--- src/rtl/gcmib_pkg.sv ---
// Notes on behaviour
// - map select 0: b shows 100M speed, a link/act; 1: b activity, a link
// - writing indirect control launches an operation; bit 12 decides a read
// - read enable 1 fetches counter then clears it; 0 does nothing
// - table select 11 picks counters; other codes reserved, host avoids them
// - indirect address bits 4-0 pick one of 32 counters
// - low data word shows counter bits 15-0
// - high data word shows counter bits 31-16
// - delay enable holds wake output inactive until clocks run and access ready
// - wake delay only acts while auto wake-up enable bit 7 is set
// - polarity bit 12: 1 active high, 0 active low wake output
// - enables 11-9 gate wake frame, remote-wake packet, link-up events
// - enable bit 8 gates energy-detect event onto wake output
// - status bits 5-2 clear by power-up reset or write 1; output deasserts
// - auto wake-up enable bit 7 lets energy-detect mode leave low power
package gcmib_pkg;

  localparam int          REG_AW       = 8;
  localparam int          REG_DW       = 16;
  localparam int          CNT_NUM      = 32;
  localparam int          CNT_AW       = 5;
  localparam int          CNT_DW       = 32;

  localparam logic [7:0]  OFS_GLOBAL   = 8'hC6;
  localparam logic [7:0]  OFS_IND_CTRL = 8'hC8;
  localparam logic [7:0]  OFS_DATA_LO  = 8'hD0;
  localparam logic [7:0]  OFS_DATA_HI  = 8'hD2;
  localparam logic [7:0]  OFS_PWR_EVT  = 8'hD4;

  localparam logic [15:0] RST_GLOBAL   = 16'h0835;
  localparam logic [15:0] RST_IND_CTRL = 16'h0000;
  localparam logic [15:0] RST_DATA     = 16'h0000;
  localparam logic [15:0] RST_PWR_EVT  = 16'h0000;

  localparam int          BIT_MAP_SEL  = 9;
  localparam int          BIT_RD_EN    = 12;
  localparam int          TBL_HI       = 11;
  localparam int          TBL_LO       = 10;
  localparam logic [1:0]  TBL_COUNTERS = 2'h3;
  localparam int          ADDR_HI      = 4;
  localparam int          BIT_DLY_EN   = 14;
  localparam int          BIT_RSV_PWR  = 13;
  localparam int          BIT_POL      = 12;
  localparam int          EN_HI        = 11;
  localparam int          EN_LO        = 8;
  localparam int          BIT_AUTO_WK  = 7;
  localparam int          BIT_WK_NORM  = 6;
  localparam int          ST_HI        = 5;
  localparam int          ST_LO        = 2;
  localparam int          MODE_HI      = 1;

  // register port from the serial front end
  typedef struct packed {
    logic                  wr;
    logic                  rd;
    logic [REG_AW-1:0]     addr;
    logic [REG_DW-1:0]     wdata;
  } gcmib_req_t;

  // wake events, one-cycle pulses, ordered as status bits 5..2
  typedef struct packed {
    logic wake_frame;
    logic remote_wake;
    logic link_up;
    logic energy;
  } gcmib_evt_t;

endpackage : gcmib_pkg

--- src/rtl/gcmib_regs.sv ---
`timescale 1ns/100ps
module gcmib_regs import gcmib_pkg::*; (
  input  wire logic                ref_clk_i,
  input  wire logic                rst_n_i,
  input  wire logic                soft_rst_i,
  input  wire gcmib_req_t          req_i,
  output logic       [REG_DW-1:0]  reg_rdata_o,
  input  wire logic [CNT_NUM-1:0]  cnt_inc_i,
  input  wire logic                phy_link_i,
  input  wire logic                phy_act_i,
  input  wire logic                phy_speed100_i,
  output logic                     indicator_out_a_o,
  output logic                     indicator_out_b_o,
  input  wire gcmib_evt_t          evt_i,
  input  wire logic                clocks_ready_i,
  output logic                     wake_event_output_o,
  output logic                     auto_wake_en_o,
  output logic                     wake_to_normal_o,
  output logic       [MODE_HI:0]   pwr_mode_o
);

  logic [REG_DW-1:0] chip_global_control;
  logic [REG_DW-1:0] indirect_access_control;
  logic [REG_DW-1:0] indirect_data_low_word;
  logic [REG_DW-1:0] indirect_data_high_word;
  logic [REG_DW-1:0] pwr_ctrl;
  logic [ST_HI:ST_LO] wake_status;
  logic              fetch_pend;
  logic [CNT_DW-1:0] mem_rdata;

  // address decode
  wire wr_global = req_i.wr && (req_i.addr == OFS_GLOBAL);
  wire wr_ind    = req_i.wr && (req_i.addr == OFS_IND_CTRL);
  wire wr_lo     = req_i.wr && (req_i.addr == OFS_DATA_LO);
  wire wr_hi     = req_i.wr && (req_i.addr == OFS_DATA_HI);
  wire wr_pwr    = req_i.wr && (req_i.addr == OFS_PWR_EVT);

  wire tbl_ok    = req_i.wdata[TBL_HI:TBL_LO] == TBL_COUNTERS;
  wire fetch_go  = wr_ind && req_i.wdata[BIT_RD_EN] && tbl_ok;

  wire [3:0] evt_vec  = evt_i;
  wire [3:0] w1c_mask = wr_pwr ? req_i.wdata[ST_HI:ST_LO] : 4'h0;
  // set wins over the write-one clear
  wire [3:0] next_status = (wake_status & ~w1c_mask) | evt_vec;

  wire map_sel   = chip_global_control[BIT_MAP_SEL];
  wire next_led_b = map_sel ? phy_act_i : phy_speed100_i;
  wire next_led_a = map_sel ? phy_link_i
                            : (phy_link_i || phy_act_i);

  wire auto_wk   = pwr_ctrl[BIT_AUTO_WK];
  wire wake_pol  = pwr_ctrl[BIT_POL];
  wire wake_raw  = |(wake_status & pwr_ctrl[EN_HI:EN_LO]);
  wire wake_hold = pwr_ctrl[BIT_DLY_EN] && auto_wk
                   && !clocks_ready_i;
  wire wake_act  = wake_raw && !wake_hold;
  wire next_wake = wake_pol ? wake_act : !wake_act;

  wire [REG_DW-1:0] pwr_rd = {1'b0, pwr_ctrl[14:6], wake_status,
                              pwr_ctrl[MODE_HI:0]};

  // a read right behind a fetch sees the landing word
  wire [REG_DW-1:0] data_lo_rd = fetch_pend ? mem_rdata[15:0]
                                            : indirect_data_low_word;
  wire [REG_DW-1:0] data_hi_rd = fetch_pend ? mem_rdata[31:16]
                                            : indirect_data_high_word;

  logic [REG_DW-1:0] next_rdata;
  always_comb begin
    unique case (req_i.addr)
      OFS_GLOBAL:   next_rdata = chip_global_control;
      OFS_IND_CTRL: next_rdata = indirect_access_control;
      OFS_DATA_LO:  next_rdata = data_lo_rd;
      OFS_DATA_HI:  next_rdata = data_hi_rd;
      OFS_PWR_EVT:  next_rdata = pwr_rd;
      default:      next_rdata = 16'h0000;
    endcase
  end

  gcmib_cnt_mem #(
    .DEPTH (CNT_NUM),
    .AW    (CNT_AW),
    .DW    (CNT_DW)
  ) u_cnt_mem (
    .ref_clk_i (ref_clk_i),
    .rst_n_i   (rst_n_i),
    .inc_i     (cnt_inc_i),
    .rd_i      (fetch_go),
    .raddr_i   (req_i.wdata[ADDR_HI:0]),
    .rdata_o   (mem_rdata)
  );

  // control registers; soft reset spares the wake status
  always_ff @(posedge ref_clk_i or negedge rst_n_i) begin
    if (!rst_n_i) begin
      chip_global_control     <= RST_GLOBAL;
      indirect_access_control <= RST_IND_CTRL;
      pwr_ctrl                <= RST_PWR_EVT;
    end else if (soft_rst_i) begin
      chip_global_control     <= RST_GLOBAL;
      indirect_access_control <= RST_IND_CTRL;
      pwr_ctrl                <= RST_PWR_EVT;
    end else begin
      if (wr_global) begin
        chip_global_control <= req_i.wdata;
      end
      if (wr_ind) begin
        indirect_access_control <= req_i.wdata;
      end
      if (wr_pwr) begin
        pwr_ctrl <= req_i.wdata;
      end
    end
  end

  always_ff @(posedge ref_clk_i or negedge rst_n_i) begin
    if (!rst_n_i) begin
      wake_status <= '0;
    end else begin
      wake_status <= next_status;
    end
  end

  // fetched word lands in both halves in one cycle
  always_ff @(posedge ref_clk_i or negedge rst_n_i) begin
    if (!rst_n_i) begin
      fetch_pend              <= 1'b0;
      indirect_data_low_word  <= RST_DATA;
      indirect_data_high_word <= RST_DATA;
    end else begin
      fetch_pend <= fetch_go;
      if (fetch_pend) begin
        indirect_data_low_word  <= mem_rdata[15:0];
        indirect_data_high_word <= mem_rdata[31:16];
      end else begin
        if (wr_lo) begin
          indirect_data_low_word <= req_i.wdata;
        end
        if (wr_hi) begin
          indirect_data_high_word <= req_i.wdata;
        end
      end
    end
  end

  always_ff @(posedge ref_clk_i or negedge rst_n_i) begin
    if (!rst_n_i) begin
      reg_rdata_o         <= 16'h0000;
      indicator_out_a_o   <= 1'b0;
      indicator_out_b_o   <= 1'b0;
      wake_event_output_o <= 1'b1;
    end else begin
      if (req_i.rd) begin
        reg_rdata_o <= next_rdata;
      end
      indicator_out_a_o   <= next_led_a;
      indicator_out_b_o   <= next_led_b;
      wake_event_output_o <= next_wake;
    end
  end

  assign auto_wake_en_o   = auto_wk;
  assign wake_to_normal_o = pwr_ctrl[BIT_WK_NORM] && auto_wk;
  assign pwr_mode_o       = pwr_ctrl[MODE_HI:0];
endmodule : gcmib_regs

--- src/rtl/gcmib_cnt_mem.sv ---
`timescale 1ns/100ps
module gcmib_cnt_mem import gcmib_pkg::*; #(
  parameter int DEPTH = CNT_NUM,
  parameter int AW    = CNT_AW,
  parameter int DW    = CNT_DW
) (
  input  wire logic             ref_clk_i,
  input  wire logic             rst_n_i,
  input  wire logic [DEPTH-1:0] inc_i,
  input  wire logic             rd_i,
  input  wire logic [AW-1:0]    raddr_i,
  output logic      [DW-1:0]    rdata_o
);

  logic [DW-1:0] cnt [DEPTH];

  // a hit in the clear cycle is kept as a count of one
  for (genvar i = 0; i < DEPTH; i++) begin : g_cnt
    wire clr_hit = rd_i && (raddr_i == AW'(i));
    always_ff @(posedge ref_clk_i or negedge rst_n_i) begin
      if (!rst_n_i) begin
        cnt[i] <= '0;
      end else if (clr_hit) begin
        cnt[i] <= {{(DW-1){1'b0}}, inc_i[i]};
      end else if (inc_i[i]) begin
        cnt[i] <= cnt[i] + {{(DW-1){1'b0}}, 1'b1};
      end
    end
  end

  always_ff @(posedge ref_clk_i or negedge rst_n_i) begin
    if (!rst_n_i) begin
      rdata_o <= '0;
    end else if (rd_i) begin
      rdata_o <= cnt[raddr_i];
    end
  end
endmodule : gcmib_cnt_mem

--- config.mk ---
export PLATFORM = sky130hd
export DESIGN_NAME = gcmib_regs
export DESIGN_NICKNAME = d
export VERILOG_FILES = /design/src/rtl/gcmib_pkg.sv /design/src/rtl/gcmib_regs.sv /design/src/rtl/gcmib_cnt_mem.sv
export SDC_FILE = /design/constraint.sdc
export NUM_CORES = 2
export LEC_CHECK = 0
export BUFFER_PORTS_ARGS = -buffer_cell sky130_fd_sc_hd__buf_2
export CAP_MARGIN = 20
export CELL_PAD_IN_SITES_DETAIL_PLACEMENT = 0
export CELL_PAD_IN_SITES_GLOBAL_PLACEMENT = 1
export CORE_ASPECT_RATIO = 0.8
export CORE_MARGIN = 2
export CORE_UTILIZATION = 45
export DETAILED_ROUTE_END_ITERATION = 7
export PLACE_DENSITY_LB_ADDON = 0.25
export SYNTH_ARGS = -nofsm -noshare
export SYNTH_HDL_FRONTEND = slang
export SYNTH_SLANG_ARGS = --single-unit
--- constraint.sdc ---
create_clock -name ref_clk_i -period 5.92 [get_ports ref_clk_i]
set_input_delay 0.888 -clock ref_clk_i [delete_from_list [all_inputs] [get_ports ref_clk_i]]
set_output_delay 0.888 -clock ref_clk_i [all_outputs]
set_load 0.05 [all_outputs]
# After elaboration in Yosys (flattened, before gate mapping)
# Index checks and enable logic that the tools add are counted.
[classes]
addsub = 32
order_cmp = 1
eq_ne = 37
muxes = 84
bitwise_logic = 5
reduce_logical = 86
[ops]
columns = ["op", "count"]
rows = [
  ["$mux W32", 66],
  ["$add A32 B1 Y32 const B", 32],
  ["$bmux W32 S5", 1],
  ["$mux W16", 10],
  ["$eq A5 B5 Y1 const B", 16],
  ["$pmux W16 S5", 1],
  ["$reduce_bool A2 Y1", 37],
  ["$logic_and A1 B1 Y1", 43],
  ["$eq A5 B4 Y1 const B", 8],
  ["$eq A8 B8 Y1 const B", 5],
  ["$mux W15", 2],
  ["$eq A5 B3 Y1 const B", 4],
  ["$eq A5 B2 Y1 const B", 2],
  ["$and A4 B4 Y4", 2],
  ["$ge A6 B6 Y1 const B", 1],
  ["$not A5 Y6", 1],
  ["$eq A5 B1 Y1 const B", 1],
  ["$logic_not A5 Y1", 1],
  ["$mux W4", 1],
  ["$not A4 Y4", 1],
  ["$or A4 B4 Y4", 1],
  ["$reduce_or A4 Y1", 1],
  ["$logic_not A1 Y1", 3],
  ["$mux W1", 3],
  ["other kinds (2)", 2],
]
[totals]
ff_bits = 1159
inputBits = 69
output_inout_bits = 23
word_cells = 289

# Longest topological paths before layout
[depth]
depth_word = 6
ltp_mapped = 9
ltp_nobuf = 6

# Cells and area by module
# Synthesis repeated with hierarchy kept, for this count alone.
[unflattened]
hier_cells = 6846
hier_area_um2 = 65835.6
[modules_own_cells]
columns = ["mod", "instances", "cells_each", "area_per_inst_um2", "seq_area_each_um2"]
rows = [
  ["gcmib_cnt_mem", 1, 6260, 60520.5, 26425.3],
  ["gcmib_regs", 1, 586, 5315.1, 2484.9],
]

# Worst setup path after synthesis
# No wires, ideal clock.
[synth_path]
path_kind = "input port to flip-flop"
start = "in req_i[0] (netlist bit)"
end = "reg u_cnt_mem.rdata_o[27]"
setup_time_ps = 125
arrival_time_ps = 2519
t_required_ps = 5795
setup_slack_ps = 3276
stages = 9
n_path_buf = 4
path_cell_list = "buf_2 buf_4 buf_2 buf_2 mux2i_1 o22ai_1 a211o_1 a211oi_1 nor3_1"
[synth_between]
elab_chain_len = 4
[synth_lines]
columns = ["item", "line_no", "rtl"]
rows = [
  ["start: declaration", "gcmib_regs.sv:6", "input wire gcmib_req_t req_i,"],
  ["$not A5 Y6 (not written as such)", "gcmib_cnt_mem.sv:35", "rdata_o <= cnt[raddr_i];"],
  ["$bmux W32 S5", "gcmib_cnt_mem.sv:35", ""],
  ["$mux W32 (not written as such) (2 in series)", "gcmib_cnt_mem.sv:35", ""],
  ["end signal: assignment", "gcmib_cnt_mem.sv:35", ""],
  ["end: declaration", "gcmib_cnt_mem.sv:12", "output logic [DW-1:0] rdata_o"],
]
# No other way between the ends. The select of a mux whose other input is x is not followed.
# A chain may end at the register's enable or synchronous reset.

# Worst setup path after layout
[layout_path]
start = "in req_i[20] (netlist bit)"
end = "reg u_cnt_mem.cnt[228] (netlist bit)"
[layout_between]
elab_chain_len = 6
elab_cells_between_ends = 7
cone_classes = "eq/ne: 1; mux: 1; reduce/logical: 5"
[layout_lines]
columns = ["item", "line_no", "rtl"]
rows = [
  ["$eq A8 B8 Y1 *", "gcmib_regs.sv:33", "wire wr_ind = req_i.wr && (req_i.addr == OFS_IND_CTRL);"],
  ["$logic_and A1 B1 Y1 *", "gcmib_regs.sv:33", ""],
  ["$logic_and A1 B1 Y1 * (2 in series)", "gcmib_regs.sv:39", "wire fetch_go = wr_ind && req_i.wdata[BIT_RD_EN] && tbl_ok;"],
  ["$logic_and A1 B1 Y1 *", "gcmib_cnt_mem.sv:19", "wire clr_hit = rd_i && (raddr_i == AW'(i));"],
  ["$mux W32 / $reduce_bool A2 Y1 (equally long branches)", "n/a", ""],
  ["end signal: indexed assignment", "gcmib_cnt_mem.sv:24", "cnt[i] <= {{(DW-1){1'b0}}, inc_i[i]};"],
  ["end signal: indexed assignment", "gcmib_cnt_mem.sv:26", "cnt[i] <= cnt[i] + {{(DW-1){1'b0}}, 1'b1};"],
  ["end: declaration", "gcmib_cnt_mem.sv:15", "logic [DW-1:0] cnt [DEPTH];"],
]
# Mark *: on every way between the ends. The rest lies on a longest branch, timed or not.

==> flow_metrics.tcl <==
set metrics [dict create \
    status "completed" \
    peakVddDrop_mv 0.256 \
    via_per_inst 6.03 \
    hold_class "in2async" \
    initial_core_util 0.453 \
    cp-endpoint "u_cnt_mem.cnt[228]" \
    multi_input_area_um2 34300 \
    power.density_nw_per_um2 293 \
    h-tree-depth 4 \
    nFillCells 13140 \
    setup_viol 0 \
    yosysUniqueCellTypes 73 \
    internal-power_mw 14.5 \
    period_share 0.574 \
    wl_per_cell_um 24.4 \
    rr_startpoint "fetch_pend" \
    cts_made_buffers 130 \
    tritoncts "built" \
    ys_seq_elements 1155 \
    pre_cts_slack_ns 1.82 \
    timing.fmax_ghz 0.294 \
    rsz0062_at_grt "false" \
    syn2layout_area_growth_pct 10.1 \
    vias 51646 \
    holdBufCountCts 0 \
    synth_top_cell_by_area "dfrtp_1" \
    hold_viol 0 \
    drive_above_1_share 0.108 \
    period_minus_slack_ns 3.40 \
    p_total_mw 20.9 \
    cts_root_buf "clkbuf_16" \
    placed_area_um2 67200 \
    netlist_top_cells_area "dfrtp_1 44%, xor2_1 7.1%, mux4_2 6.7%" \
    max_slew_margin 0.253 \
    slowest_stage "nor3_4" \
    drc_errors 0 \
    clockBufferDepth 3 \
    cts_sinks 1155 \
    syn_inst 6601 \
    stdcell_count 8563 \
    seqPwrFrac 0.475 \
    synth_common_cells "1,149 x dfrtp_1, 1,127 x nor2_1, 525 x xor2_1" \
    setup_ws_ns 2.52 \
    async_flop_share 1.00 \
    p_leak_nw 30.8 \
    cpPeakStageDelay_ns 0.84 \
    critPathLaunch "req_i[20]" \
    grt_max_degree 139 \
    die_height_um 344 \
    maxCapViolCount 0 \
    hpwl_um 153000 \
    track_usage 0.283 \
    r2r-end "reg_rdata_o[7]" \
    tightest_slew_ns 1.11 \
    syn-num-nets 6702 \
    place_inst 8330 \
    drt_iter0_drc 5929 \
    yosys.area.top_type_share 0.443 \
    grt-ovfl-total 0 \
    antenna_found_initial 13 \
    synth_area_per_cell_um2 9.83 \
    p_clk_frac 0.384 \
    clk_pin_slew_ns 0.06 \
    path_cells "buf_2 -> nand4bb_1 -> nor3_4 -> buf_4 -> a41oi_1 -> or4_1 -> o211ai_1" \
    layout.area.seq_um2 28900 \
    synth_most_common_cell "dfrtp_1" \
    first_pass_iters 6 \
    die_x_um 428 \
    cp-start-kind "input port" \
    pin_count 92 \
    path_delay_family "simple AND/OR/NAND/NOR gates" \
    gp_congestion 0.980 \
    fin_nets 6681 \
    crit_type "in2reg" \
    required_ns 6.61 \
    reg2reg_depth 5 \
    row_count 124 \
    synth-main-ff-cell "dfrtp_1" \
    antenna_left 0 \
    postCtsSetupRepairBufs 0 \
    totalWireLength_um 209000 \
    skew_ns 0.0344 \
    cts_resized 0 \
    fin_setup_tns_ns 0 \
    die_area_um2 147000 \
    synth_edf_count 0 \
    switching_share 0.304 \
    path_max_fanout 13 \
    power.switching_mw 6.36 \
    netlist_area_um2 64900 \
    synth_seq_area_share 0.446 \
    p_comb_frac 0.141 \
    grt_pass1_wl_um 316000 \
    yosys_warnings 0 \
    core_area_um2 143000 \
    final_util 0.499 \
    r2r_slack_ns 3.19 \
    grt_pass1_vias 47603 \
    io_buffer_count 91 \
    end_kind "flop" \
    clk_latency_ns 0.80 \
    whs_ns 0.114 \
    worst_ep_arrival_time_ns 4.09 \
    final_area_um2 71400 \
    worst-path-buf-inv 2 \
    cp.depth 7 \
    drv_slew 0 \
]
## placed cells by master, fill, tap and decap left out, types with 135 or more instances in the layout
cell type,instances
o21ai_0,145
nor3_1,140
nand2_1,423
xnor2_1,384
dfrtp_1,1148
mux2i_1,225
nor2_1,1107
and3_1,157
a21oi_1,185
nand4_1,360
nand3_1,335
mux4_2,192
xor2_1,525
clkbuf_16,135
## layer usage
metal | GRT usage | wire length, µm | up-vias
li1 | - | - | 23437
met1 | 0.446 | 99500 | 25937
met2 | 0.382 | 84800 | 1976
met3 | 0.0682 | 19500 | 292
met4 | 0.0755 | 5300 | 4
met5 | 0 | 25 | -
## power by group through the flow
| stage | registers [mW] | clock network [mW] | logic, mW |
|---|---|---|---|
| after floorplan | 9.54 | 0 | 2.05 |
| after global placement | 10.0 | 0 | 2.85 |
| after detailed placement | 10.0 | 0 | 2.92 |
| after CTS | 9.89 | 8.18 | 2.94 |
| after global routing | 10.0 | 8.51 | 3.28 |
| final | 9.93 | 8.03 | 2.94 |
## sequential cells by signal, summed over array words and instances (netlist names)
name,cells
chip_global_control,16
indirect_data_high_word,16
wake_status,4
wake_event_output_o,1
indirect_data_low_word,16
indicator_out_b_o,1
reg_rdata_o,16
indicator_out_a_o,1
pwr_ctrl,11
u_cnt_mem.rdata_o,32
fetch_pend,1
u_cnt_mem.cnt,1024
indirect_access_control,16
## final cells by class
cell class                      instances  share of cell area
Clock buffer                          192              0.0537
Tap cell                             1890              0.0331
Inverter                               82             0.00431
Clock inverter                         30             0.00426
Multi-Input combinational cell       5018               0.480
Antenna cell                            3            0.000105
Timing Repair Buffer                  193              0.0201
Sequential cell                      1155               0.405
## logic make-up after synthesis
kind of cell / share of synthesized area
adder cells (fa/ha/maj): 0.00617
multiplexers: 0.109
XOR/XNOR: 0.123
AND/OR/NAND/NOR: 0.238
AO/OA/AOI/OAI: 0.0500
flip-flops: 0.446
buffers and inverters: 0.0280
## worst reg2reg max path, cell delays in order (launching register included)
cell      delay [ns]
dfrtp_4         0.67
buf_4           0.66
mux2i_1         0.47
o21ai_0         0.13
a221oi_1        0.53
a21oi_1         0.13
## worst min path at each step
| stage | start | to | slack, ns |
|---|---|---|---|
| floorplan | pwr_ctrl[12] | wake_event_output_o | 0.43 |
| global placement | indirect_data_high_word[2] | indirect_data_high_word[2] | 0.46 |
| global route | rst_n_i | u_cnt_mem.cnt[696] | 0.15 |
| detailed placement | indirect_data_high_word[1] | indirect_data_high_word[1] | 0.47 |
| CTS | rst_n_i | chip_global_control[10] | 0.16 |
| finish | rst_n_i | u_cnt_mem.cnt[696] | 0.11 |
Power figures use the tool's default switching activity.
